**src/rtl/irrx_map.svh**
```systemverilog
// Register map, field positions, reset values and limits of the IR receiver.
// Assumes inclusion by bare name; definitions only.
`ifndef IRRX_MAP_SVH
`define IRRX_MAP_SVH

// ----------------------------------------------------------------------------
// Offsets
// ----------------------------------------------------------------------------
`define IRRX_OFS_CTRL2     8'h00
`define IRRX_OFS_LEADER    8'h04
`define IRRX_OFS_THRESH    8'h08
`define IRRX_OFS_STATUS    8'h0C
`define IRRX_OFS_IRQ_EN    8'h10
`define IRRX_OFS_IRQ_CLR   8'h14
`define IRRX_OFS_RX_DATA   8'h18
`define IRRX_OFS_RX_BITS   8'h1C

// ----------------------------------------------------------------------------
// Control register two fields
// ----------------------------------------------------------------------------
`define IRRX_C2_LIEN       31
`define IRRX_C2_EDIEN      30
`define IRRX_C2_LD         25
`define IRRX_C2_PHM        24
`define IRRX_C2_LL_LSB     8
`define IRRX_C2_DMAX_LSB   0
`define IRRX_C2_WMASK      32'hC300_FFFF
`define IRRX_C2_RST        32'h0000_FFFF

// ----------------------------------------------------------------------------
// Other fields and resets
// ----------------------------------------------------------------------------
`define IRRX_LEAD_MAX_LSB  8
`define IRRX_LEAD_MIN_LSB  0
`define IRRX_LEADER_WMASK  32'h0000_FFFF
`define IRRX_LEADER_RST    32'h0000_0000
`define IRRX_THR_HI_LSB    8
`define IRRX_THR_LO_LSB    0
`define IRRX_THRESH_WMASK  32'h0000_7F7F
`define IRRX_THRESH_RST    32'h0000_0000
`define IRRX_IRQ_EN_RST    4'h0
`define IRRX_LIMIT_OFF     8'hFF
`define IRRX_EV_LEADER     0
`define IRRX_EV_FALL       1
`define IRRX_EV_LOW        2
`define IRRX_EV_MAXCYC     3
`define IRRX_NUM_EV        4
`define IRRX_FS_DIV        8

`endif

```
**src/rtl/irrx_pkg.sv**
```systemverilog
// Types shared by the IR receiver files.
// Assumes nothing of its surroundings.
package irrx_pkg;

  // --------------------------------------------------------------------------
  // Control register two, decoded
  // --------------------------------------------------------------------------
  typedef struct packed {
    logic       leader_irq_enable;
    logic       fall_edge_irq_enable;
    logic       leaderless_accept;
    logic       phase_method_select;
    logic [7:0] excess_low_limit;
    logic [7:0] max_bit_cycle_limit;
  } irrx_ctrl_s;

  // --------------------------------------------------------------------------
  // Receiver states
  // --------------------------------------------------------------------------
  typedef enum logic [2:0] {
    IRRX_IDLE  = 3'b001,
    IRRX_FIRST = 3'b010,
    IRRX_DATA  = 3'b100
  } irrx_state_e;

endpackage

```
**src/rtl/irrx_sync.sv**
```systemverilog
// Pin synchroniser with falling edge detection.
// Assumes an asynchronous input pin and a single clock.
module irrx_sync (
  input  wire logic clk,
  input  wire logic sys_rst,
  input  wire logic pin_in,
  output logic      level,
  output logic      fall
);

  logic meta_r;
  logic sync_r;
  logic prev_r;
  logic meta_nxt;
  logic sync_nxt;
  logic prev_nxt;

  // --------------------------------------------------------------------------
  // Two stage synchroniser, then edge history
  // --------------------------------------------------------------------------
  always_comb begin
    meta_nxt = pin_in;
    sync_nxt = meta_r;
    prev_nxt = sync_r;
  end

  always_ff @(posedge clk or posedge sys_rst) begin
    if (sys_rst) begin
      meta_r <= 1'b1;
      sync_r <= 1'b1;
      prev_r <= 1'b1;
    end else begin
      meta_r <= meta_nxt;
      sync_r <= sync_nxt;
      prev_r <= prev_nxt;
    end
  end

  assign level = sync_r;
  assign fall  = prev_r & ~sync_r;

endmodule

```
**src/rtl/irrx_irq.sv**
```systemverilog
// Sticky event status with enable gating onto one level interrupt.
// Assumes one-cycle event pulses and a one-cycle clear strobe.
module irrx_irq #(
  parameter int N = 4
) (
  input  wire logic         clk,
  input  wire logic         sys_rst,
  input  wire logic [N-1:0] set_ev,
  input  wire logic         clr_we,
  input  wire logic [N-1:0] clr_bits,
  input  wire logic [N-1:0] enable,
  output logic      [N-1:0] status,
  output logic              irq
);

  logic [N-1:0] status_r;
  logic [N-1:0] status_nxt;

  // --------------------------------------------------------------------------
  // Set wins over clear
  // --------------------------------------------------------------------------
  always_comb begin
    status_nxt = status_r;
    if (clr_we) begin
      status_nxt = status_nxt & ~clr_bits;
    end
    status_nxt = status_nxt | set_ev;
  end

  always_ff @(posedge clk or posedge sys_rst) begin
    if (sys_rst) begin
      status_r <= '0;
    end else begin
      status_r <= status_nxt;
    end
  end

  assign status = status_r;
  assign irq    = |(status_r & enable);

endmodule

```
**src/rtl/irrx_top.sv**
```systemverilog
// IR remote receiver: control register two, leader and data decoding,
// excess-low and maximum-cycle detection, Wishbone classic register slave.
// Assumes a demodulated IR input pin, idle high, and one 250 MHz clock.
`include "irrx_map.svh"

module irrx_top #(
  parameter int FS_DIV = `IRRX_FS_DIV
) (
  input  wire logic        clk,
  input  wire logic        sys_rst,
  input  wire logic        wb_cyc_i,
  input  wire logic        wb_stb_i,
  input  wire logic        wb_we_i,
  input  wire logic [7:0]  wb_adr_i,
  input  wire logic [3:0]  wb_sel_i,
  input  wire logic [31:0] wb_dat_i,
  output logic      [31:0] wb_dat_o,
  output logic             wb_ack_o,
  input  wire logic        ir_in,
  output logic             irq_o,
  output logic             rx_active
);

  // --------------------------------------------------------------------------
  // Declarations
  // --------------------------------------------------------------------------
  localparam int NEV = `IRRX_NUM_EV;

  logic [31:0]           ctrl2_r;
  logic [31:0]           ctrl2_nxt;
  logic [31:0]           leader_r;
  logic [31:0]           leader_nxt;
  logic [31:0]           thresh_r;
  logic [31:0]           thresh_nxt;
  logic [NEV-1:0]        irq_en_r;
  logic [NEV-1:0]        irq_en_nxt;
  logic                  ack_r;
  logic                  ack_nxt;
  logic [31:0]           rdata_r;
  logic [31:0]           rdata_nxt;
  logic                  clr_we;
  logic                  bus_req;
  logic                  bus_wr;
  logic [NEV-1:0]        status;
  logic [NEV-1:0]        ev;
  irrx_pkg::irrx_ctrl_s  ctrl;

  logic                  ir_level;
  logic                  ir_fall;

  logic [15:0]           fs_cnt_r;
  logic [15:0]           fs_cnt_nxt;
  logic                  fs_tick;
  irrx_pkg::irrx_state_e state_r;
  irrx_pkg::irrx_state_e state_nxt;
  logic [9:0]            cyc_cnt_r;
  logic [9:0]            cyc_cnt_nxt;
  logic [8:0]            low_cnt_r;
  logic [8:0]            low_cnt_nxt;
  logic [31:0]           shift_r;
  logic [31:0]           shift_nxt;
  logic [5:0]            nbits_r;
  logic [5:0]            nbits_nxt;
  logic [31:0]           rx_data_r;
  logic [31:0]           rx_data_nxt;
  logic [5:0]            rx_bits_r;
  logic [5:0]            rx_bits_nxt;

  logic [9:0]            lead_min4;
  logic [9:0]            lead_max4;
  logic                  is_leader;
  logic                  over_max;
  logic                  over_low;
  logic                  bit_val;
  logic                  ev_leader;
  logic                  ev_low;
  logic                  ev_max;

  // --------------------------------------------------------------------------
  // Helpers
  // --------------------------------------------------------------------------
  function automatic logic [31:0] wr_merge(input logic [31:0] old_v,
                                           input logic [31:0] new_v,
                                           input logic [3:0]  sel,
                                           input logic [31:0] mask);
    logic [31:0] m;
    m = {{8{sel[3]}}, {8{sel[2]}}, {8{sel[1]}}, {8{sel[0]}}} & mask;
    return (old_v & ~m) | (new_v & m);
  endfunction

  function automatic irrx_pkg::irrx_ctrl_s ctrl_decode(input logic [31:0] w);
    irrx_pkg::irrx_ctrl_s c;
    c.leader_irq_enable    = w[`IRRX_C2_LIEN];
    c.fall_edge_irq_enable = w[`IRRX_C2_EDIEN];
    c.leaderless_accept    = w[`IRRX_C2_LD];
    c.phase_method_select  = w[`IRRX_C2_PHM];
    c.excess_low_limit     = w[`IRRX_C2_LL_LSB +: 8];
    c.max_bit_cycle_limit  = w[`IRRX_C2_DMAX_LSB +: 8];
    return c;
  endfunction

  assign ctrl = ctrl_decode(ctrl2_r);

  // --------------------------------------------------------------------------
  // Wishbone classic slave
  // --------------------------------------------------------------------------
  assign bus_req = wb_cyc_i & wb_stb_i & ~ack_r;
  assign bus_wr  = bus_req & wb_we_i;
  assign clr_we  = bus_wr & (wb_adr_i == `IRRX_OFS_IRQ_CLR) & wb_sel_i[0];

  always_comb begin
    ctrl2_nxt  = ctrl2_r;
    leader_nxt = leader_r;
    thresh_nxt = thresh_r;
    irq_en_nxt = irq_en_r;
    ack_nxt    = bus_req;
    rdata_nxt  = rdata_r;
    if (bus_wr) begin
      unique case (wb_adr_i)
        `IRRX_OFS_CTRL2:  ctrl2_nxt  = wr_merge(ctrl2_r, wb_dat_i, wb_sel_i,
                                                `IRRX_C2_WMASK);
        `IRRX_OFS_LEADER: leader_nxt = wr_merge(leader_r, wb_dat_i, wb_sel_i,
                                                `IRRX_LEADER_WMASK);
        `IRRX_OFS_THRESH: thresh_nxt = wr_merge(thresh_r, wb_dat_i, wb_sel_i,
                                                `IRRX_THRESH_WMASK);
        `IRRX_OFS_IRQ_EN: begin
          if (wb_sel_i[0]) begin
            irq_en_nxt = wb_dat_i[NEV-1:0];
          end
        end
        default: ;
      endcase
    end
    if (bus_req && !wb_we_i) begin
      unique case (wb_adr_i)
        `IRRX_OFS_CTRL2:   rdata_nxt = ctrl2_r;
        `IRRX_OFS_LEADER:  rdata_nxt = leader_r;
        `IRRX_OFS_THRESH:  rdata_nxt = thresh_r;
        `IRRX_OFS_STATUS:  rdata_nxt = {{(32-NEV){1'b0}}, status};
        `IRRX_OFS_IRQ_EN:  rdata_nxt = {{(32-NEV){1'b0}}, irq_en_r};
        `IRRX_OFS_RX_DATA: rdata_nxt = rx_data_r;
        `IRRX_OFS_RX_BITS: rdata_nxt = {26'h000_0000, rx_bits_r};
        default:           rdata_nxt = 32'h0000_0000;
      endcase
    end
  end

  always_ff @(posedge clk or posedge sys_rst) begin
    if (sys_rst) begin
      ctrl2_r  <= `IRRX_C2_RST;
      leader_r <= `IRRX_LEADER_RST;
      thresh_r <= `IRRX_THRESH_RST;
      irq_en_r <= `IRRX_IRQ_EN_RST;
      ack_r    <= 1'b0;
      rdata_r  <= 32'h0000_0000;
    end else begin
      ctrl2_r  <= ctrl2_nxt;
      leader_r <= leader_nxt;
      thresh_r <= thresh_nxt;
      irq_en_r <= irq_en_nxt;
      ack_r    <= ack_nxt;
      rdata_r  <= rdata_nxt;
    end
  end

  assign wb_ack_o = ack_r;
  assign wb_dat_o = rdata_r;

  // --------------------------------------------------------------------------
  // Input pin and sampling clock
  // --------------------------------------------------------------------------
  irrx_sync u_sync (
    .clk     (clk),
    .sys_rst (sys_rst),
    .pin_in  (ir_in),
    .level   (ir_level),
    .fall    (ir_fall)
  );

  assign fs_tick = (fs_cnt_r == 16'(FS_DIV - 1));

  always_comb begin
    fs_cnt_nxt = fs_tick ? 16'h0000 : fs_cnt_r + 16'h0001;
  end

  always_ff @(posedge clk or posedge sys_rst) begin
    if (sys_rst) begin
      fs_cnt_r <= 16'h0000;
    end else begin
      fs_cnt_r <= fs_cnt_nxt;
    end
  end

  // --------------------------------------------------------------------------
  // Cycle classification
  // --------------------------------------------------------------------------
  assign lead_min4 = {leader_r[`IRRX_LEAD_MIN_LSB +: 8], 2'b00};
  assign lead_max4 = {leader_r[`IRRX_LEAD_MAX_LSB +: 8], 2'b00};
  assign is_leader = (lead_max4 != 10'h000) && (cyc_cnt_r > lead_min4) &&
                     (cyc_cnt_r <= lead_max4);
  assign over_max  = (ctrl.max_bit_cycle_limit != `IRRX_LIMIT_OFF) &&
                     (cyc_cnt_r > {2'b00, ctrl.max_bit_cycle_limit});
  assign over_low  = (ctrl.excess_low_limit != `IRRX_LIMIT_OFF) &&
                     (low_cnt_r > {1'b0, ctrl.excess_low_limit});
  assign bit_val   = ctrl.phase_method_select ?
                     (cyc_cnt_r > {3'b000, thresh_r[`IRRX_THR_HI_LSB +: 7]}) :
                     (cyc_cnt_r > {3'b000, thresh_r[`IRRX_THR_LO_LSB +: 7]});

  // --------------------------------------------------------------------------
  // Receiver state machine
  // --------------------------------------------------------------------------
  always_comb begin
    state_nxt   = state_r;
    cyc_cnt_nxt = cyc_cnt_r;
    low_cnt_nxt = low_cnt_r;
    shift_nxt   = shift_r;
    nbits_nxt   = nbits_r;
    rx_data_nxt = rx_data_r;
    rx_bits_nxt = rx_bits_r;
    ev_leader   = 1'b0;
    ev_low      = 1'b0;
    ev_max      = 1'b0;
    if (fs_tick && cyc_cnt_r != 10'h3FF) begin
      cyc_cnt_nxt = cyc_cnt_r + 10'h001;
    end
    if (ir_level || state_r == irrx_pkg::IRRX_IDLE) begin
      low_cnt_nxt = 9'h000;
    end else if (fs_tick && low_cnt_r != 9'h1FF) begin
      low_cnt_nxt = low_cnt_r + 9'h001;
    end
    unique case (state_r)
      irrx_pkg::IRRX_IDLE: begin
        if (ir_fall) begin
          state_nxt   = irrx_pkg::IRRX_FIRST;
          cyc_cnt_nxt = 10'h000;
          shift_nxt   = 32'h0000_0000;
          nbits_nxt   = 6'h00;
        end
      end
      irrx_pkg::IRRX_FIRST: begin
        if (ir_fall) begin
          cyc_cnt_nxt = 10'h000;
          if (is_leader) begin
            state_nxt = irrx_pkg::IRRX_DATA;
            ev_leader = ctrl.leader_irq_enable;
          end else if (ctrl.leaderless_accept && cyc_cnt_r <= lead_min4) begin
            state_nxt = irrx_pkg::IRRX_DATA;
            shift_nxt = {shift_r[30:0], bit_val};
            nbits_nxt = 6'h01;
          end
          // Otherwise the cycle restarts the leader hunt
        end
      end
      irrx_pkg::IRRX_DATA: begin
        if (ir_fall) begin
          cyc_cnt_nxt = 10'h000;
          if (over_max) begin
            ev_max      = 1'b1;
            state_nxt   = irrx_pkg::IRRX_IDLE;
            rx_data_nxt = shift_r;
            rx_bits_nxt = nbits_r;
          end else begin
            shift_nxt = {shift_r[30:0], bit_val};
            if (nbits_r != 6'h20) begin
              nbits_nxt = nbits_r + 6'h01;
            end
          end
        end
      end
      default: state_nxt = irrx_pkg::IRRX_IDLE;
    endcase
    if (over_low && state_r != irrx_pkg::IRRX_IDLE) begin
      ev_low      = 1'b1;
      state_nxt   = irrx_pkg::IRRX_IDLE;
      rx_data_nxt = shift_r;
      rx_bits_nxt = nbits_r;
    end
  end

  always_ff @(posedge clk or posedge sys_rst) begin
    if (sys_rst) begin
      state_r   <= irrx_pkg::IRRX_IDLE;
      cyc_cnt_r <= 10'h000;
      low_cnt_r <= 9'h000;
      shift_r   <= 32'h0000_0000;
      nbits_r   <= 6'h00;
      rx_data_r <= 32'h0000_0000;
      rx_bits_r <= 6'h00;
    end else begin
      state_r   <= state_nxt;
      cyc_cnt_r <= cyc_cnt_nxt;
      low_cnt_r <= low_cnt_nxt;
      shift_r   <= shift_nxt;
      nbits_r   <= nbits_nxt;
      rx_data_r <= rx_data_nxt;
      rx_bits_r <= rx_bits_nxt;
    end
  end

  assign rx_active = (state_r != irrx_pkg::IRRX_IDLE);

  // --------------------------------------------------------------------------
  // Interrupts
  // --------------------------------------------------------------------------
  always_comb begin
    ev                      = '0;
    ev[`IRRX_EV_LEADER]     = ev_leader;
    ev[`IRRX_EV_FALL]       = ir_fall & ctrl.fall_edge_irq_enable;
    ev[`IRRX_EV_LOW]        = ev_low;
    ev[`IRRX_EV_MAXCYC]     = ev_max;
  end

  irrx_irq #(
    .N (NEV)
  ) u_irq (
    .clk      (clk),
    .sys_rst  (sys_rst),
    .set_ev   (ev),
    .clr_we   (clr_we),
    .clr_bits (wb_dat_i[NEV-1:0]),
    .enable   (irq_en_r),
    .status   (status),
    .irq      (irq_o)
  );

endmodule

```
**config.mk**
```make
export PLATFORM = sky130hd
export DESIGN_NAME = irrx_top
export DESIGN_NICKNAME = d
export VERILOG_FILES = /design/src/rtl/irrx_pkg.sv /design/src/rtl/irrx_sync.sv /design/src/rtl/irrx_irq.sv /design/src/rtl/irrx_top.sv
export VERILOG_INCLUDE_DIRS = /design/src /design/src/rtl
export SDC_FILE = /design/constraint.sdc
export NUM_CORES = 1
export LEC_CHECK = 0
export ABC_AREA = 1
export ABC_CLOCK_PERIOD_IN_PS = 17540
export BUFFER_PORTS_ARGS = -buffer_cell sky130_fd_sc_hd__buf_2
export CORE_MARGIN = 3
export CORE_UTILIZATION = 60
export CTS_CLUSTER_SIZE = 10
export DETAILED_ROUTE_END_ITERATION = 8
export PLACE_DENSITY = 0.86
export SLEW_MARGIN = 40
export SYNTH_ARGS = -nofsm -noshare
export SYNTH_HDL_FRONTEND = slang
export SYNTH_HIERARCHICAL = 1
export SYNTH_SLANG_ARGS = --single-unit
```
**constraint.sdc**
```tcl
create_clock -name clk -period 17.54 [get_ports clk]
set_input_delay 4.385 -clock clk [delete_from_list [all_inputs] [get_ports clk]]
set_output_delay 4.385 -clock clk [all_outputs]
set_load 0.03 [all_outputs]
```
==> qor.yml <==
synthArstFlopShare: 1.00
setup_viol_count_final: 0
htree_levels: 1
clk_path_buf_depth: 3
first_pass_iters: 6
grt_usage: 0.279
hold_start: "u_sync/meta_r"
path_clk_slew_ns: 0.06
final_cells: 1728
initial_core_util: 0.617
hold_viol_final: 0
cts_resized: 0
synth.top_cell.area_share: 0.422
arrival_ns: 1.54
status: "completed"
antenna_found_initial: 0
yosysWarningCount: 6
rsz0062_at_grt: "false"
die_w_um: 142
numCtsBuffers: 25
seq_area_um2: 5230
path_max_fanout: 4
fin_util: 0.685
netlist_instances: 1414
grt_pass1_vias: 9634
gp_congestion: 0.932
fillers: 1448
worstSetupEndpointType: "output pin"
yosysSeqAreaShare: 0.469
cp_top_family: "flip-flops"
rr_startpoint: "cyc_cnt_r[5]"
p_switching_uw: 450
place_area_um2: 11600
yosysMostFrequentCell: "nand2_1"
avgRoutedWirePerCell_um: 16.3
start_kind: "flip-flop"
p_int_uw: 836
worstPathRequired_ns: 13.15
skew_ns: 0.0257
drtAntennaViolNets: 0
slew_violations: 0
max-slew-margin-rel: 0.469
synth_enable_flop_cells: 0
crit_chain: "nand3_2 -> buf_2"
peakVddDrop_mv: 0.102
slowest_delay_ns: 0.60
power_frac_clock: 0.365
pwr_density_cell_nw_per_um2: 104
die_h_um: 142
drt-initial-drc-count: 902
drive_gt1_frac: 0.124
syn_area_per_cell_um2: 7.89
dpl.cell_count: 1681
power_frac_seq: 0.400
vias: 9799
yosys-top-cells-area: "dfrtp_1 (42%), nand2_1 (13%), inv_1 (7.8%)"
design_area_um2: 12400
yosysUniqueCellTypes: 43
path_buf_inv: 1
num_rows: 49
drc: 0
viasPerCell: 5.67
setup-tns-final_ns: 0
routed_wl_mm: 28.1
yosys-top-cells-count: "nand2_1 (391), inv_1 (233), dfrtp_1 (188), nor2_1 (112), o21ai_0 (88)"
area_growth_pct: 11.0
post-cts-setup-buffer-count: 0
multi_input_area_um2: 4820
ys.flop_type: "dfrtp_1"
boundaryPins: 85
cap_violations: 0
worst_pin_slew_ns: 0.795
p_comb_frac: 0.235
synth_area_leader_cell: "dfrtp_1"
netlist_area_um2: 11200
n_antenna_cell: 0
path_class: "flip-flop to output pin"
dp_hpwl_mm: 19.3
fmax_mhz: 169
final.min_clock_period_ns: 5.93
core_um2: 18100
cts-root-buf: "clkbuf_16"
grt_pass1_wl_mm: 46.1
worst-r2r-setup-slack_ns: 14.22
final.period_utilization: 0.338
grt_max_degree: 135
ys_seq_elements: 208
synth_nets: 1517
slowest_stage: "dfstp_2"
finalNetCount: 1583
fp.dieArea_um2: 20300
hold_path.class: "flip-flop to flip-flop"
cp-startpoint: "state_r[0]"
cellLeakagePower_uw: 0.00626
grt-ovfl-total: 0
cts.sinks: 208
place.port_buffers: 71
clkLatencyLatePin_ns: 0.54
cts_hold_buf: 0
cts_tree: "built"
netSwitchingFraction: 0.350
==> kinds of logic (layout without fill, tap and decap cells) <==
group,after synthesis,in the layout,share of synthesized area
xor+xnor,12,12,0.00942
simple gates,657,657,0.250
flops,208,208,0.469
fa+ha+maj,53,53,0.0594
compound gates,207,207,0.113
buf+inv,277,362,0.0990
==> cells in the final DEF (no fill, tap or decap), types with 5 or more instances in the layout <==
cell	n
nor2_1	112
nor3_1	22
inv_2	5
dfstp_2	20
o31ai_1	13
buf_2	71
dfrtp_1	188
nand4_1	19
clkbuf_16	25
xor2_1	10
o22ai_1	27
o21ai_2	32
nand3_1	80
a21oi_1	31
ha_1	53
nand2_1	391
nand2_2	6
inv_1	232
clkbuf_1	18
o21ai_0	88
==> routing by layer <==
metal  global-route usage  vias up  part of all wire
li1                     -     4644                 -
met2                0.468      370              0.49
met1                0.366     4700              0.41
met5                    0        -                 0
met4                0.116        0             0.038
met3               0.0400       85             0.064
==> power by group through the flow <==
stage | combinational [uW] | sequential (uW) | clock [uW]
5_1_grt | 332 | 516 | 495
4_1_cts | 296 | 514 | 473
6_report | 302 | 515 | 469
3_5_place_dp | 293 | 522 | 0
3_3_place_gp | 284 | 521 | 0
2_1_floorplan | 237 | 518 | 0
==> per-stage QoR <==
| stage | setup WS (ns) | total power [uW] | hold slack (ns) |
|---|---|---|---|
| 2_1_floorplan | 7.70 | 755 | 0.345 |
| 3_3_place_gp | 11.23 | 805 | 0.348 |
| 3_5_place_dp | 11.10 | 815 | 0.347 |
| 4_1_cts | 11.60 | 1280 | 0.355 |
| 5_1_grt | 11.38 | 1340 | 0.367 |
| 6_report | 11.61 | 1290 | 0.355 |
==> area by class of cell <==
cell class	instances	area share
clock inverters	3	0.00273
clock buffers	43	0.0560
repair buffers	77	0.0332
well taps	229	0.0231
inverters	239	0.0734
multi-input cells	929	0.389
flip-flops and latches	208	0.422
==> final timing paths <==
path / to / depth (start not counted)
worst max-delay path: rx_active / 2
worst min-delay path: u_sync/level / 0
worst max register to register: shift_r[14] / 15
worst min register to register: u_sync/level / 0
max in group asynchronous: asynchronous set/reset pin / 3
min in group asynchronous: u_irq/status[3] / 2
Power figures use the tool's default switching activity.
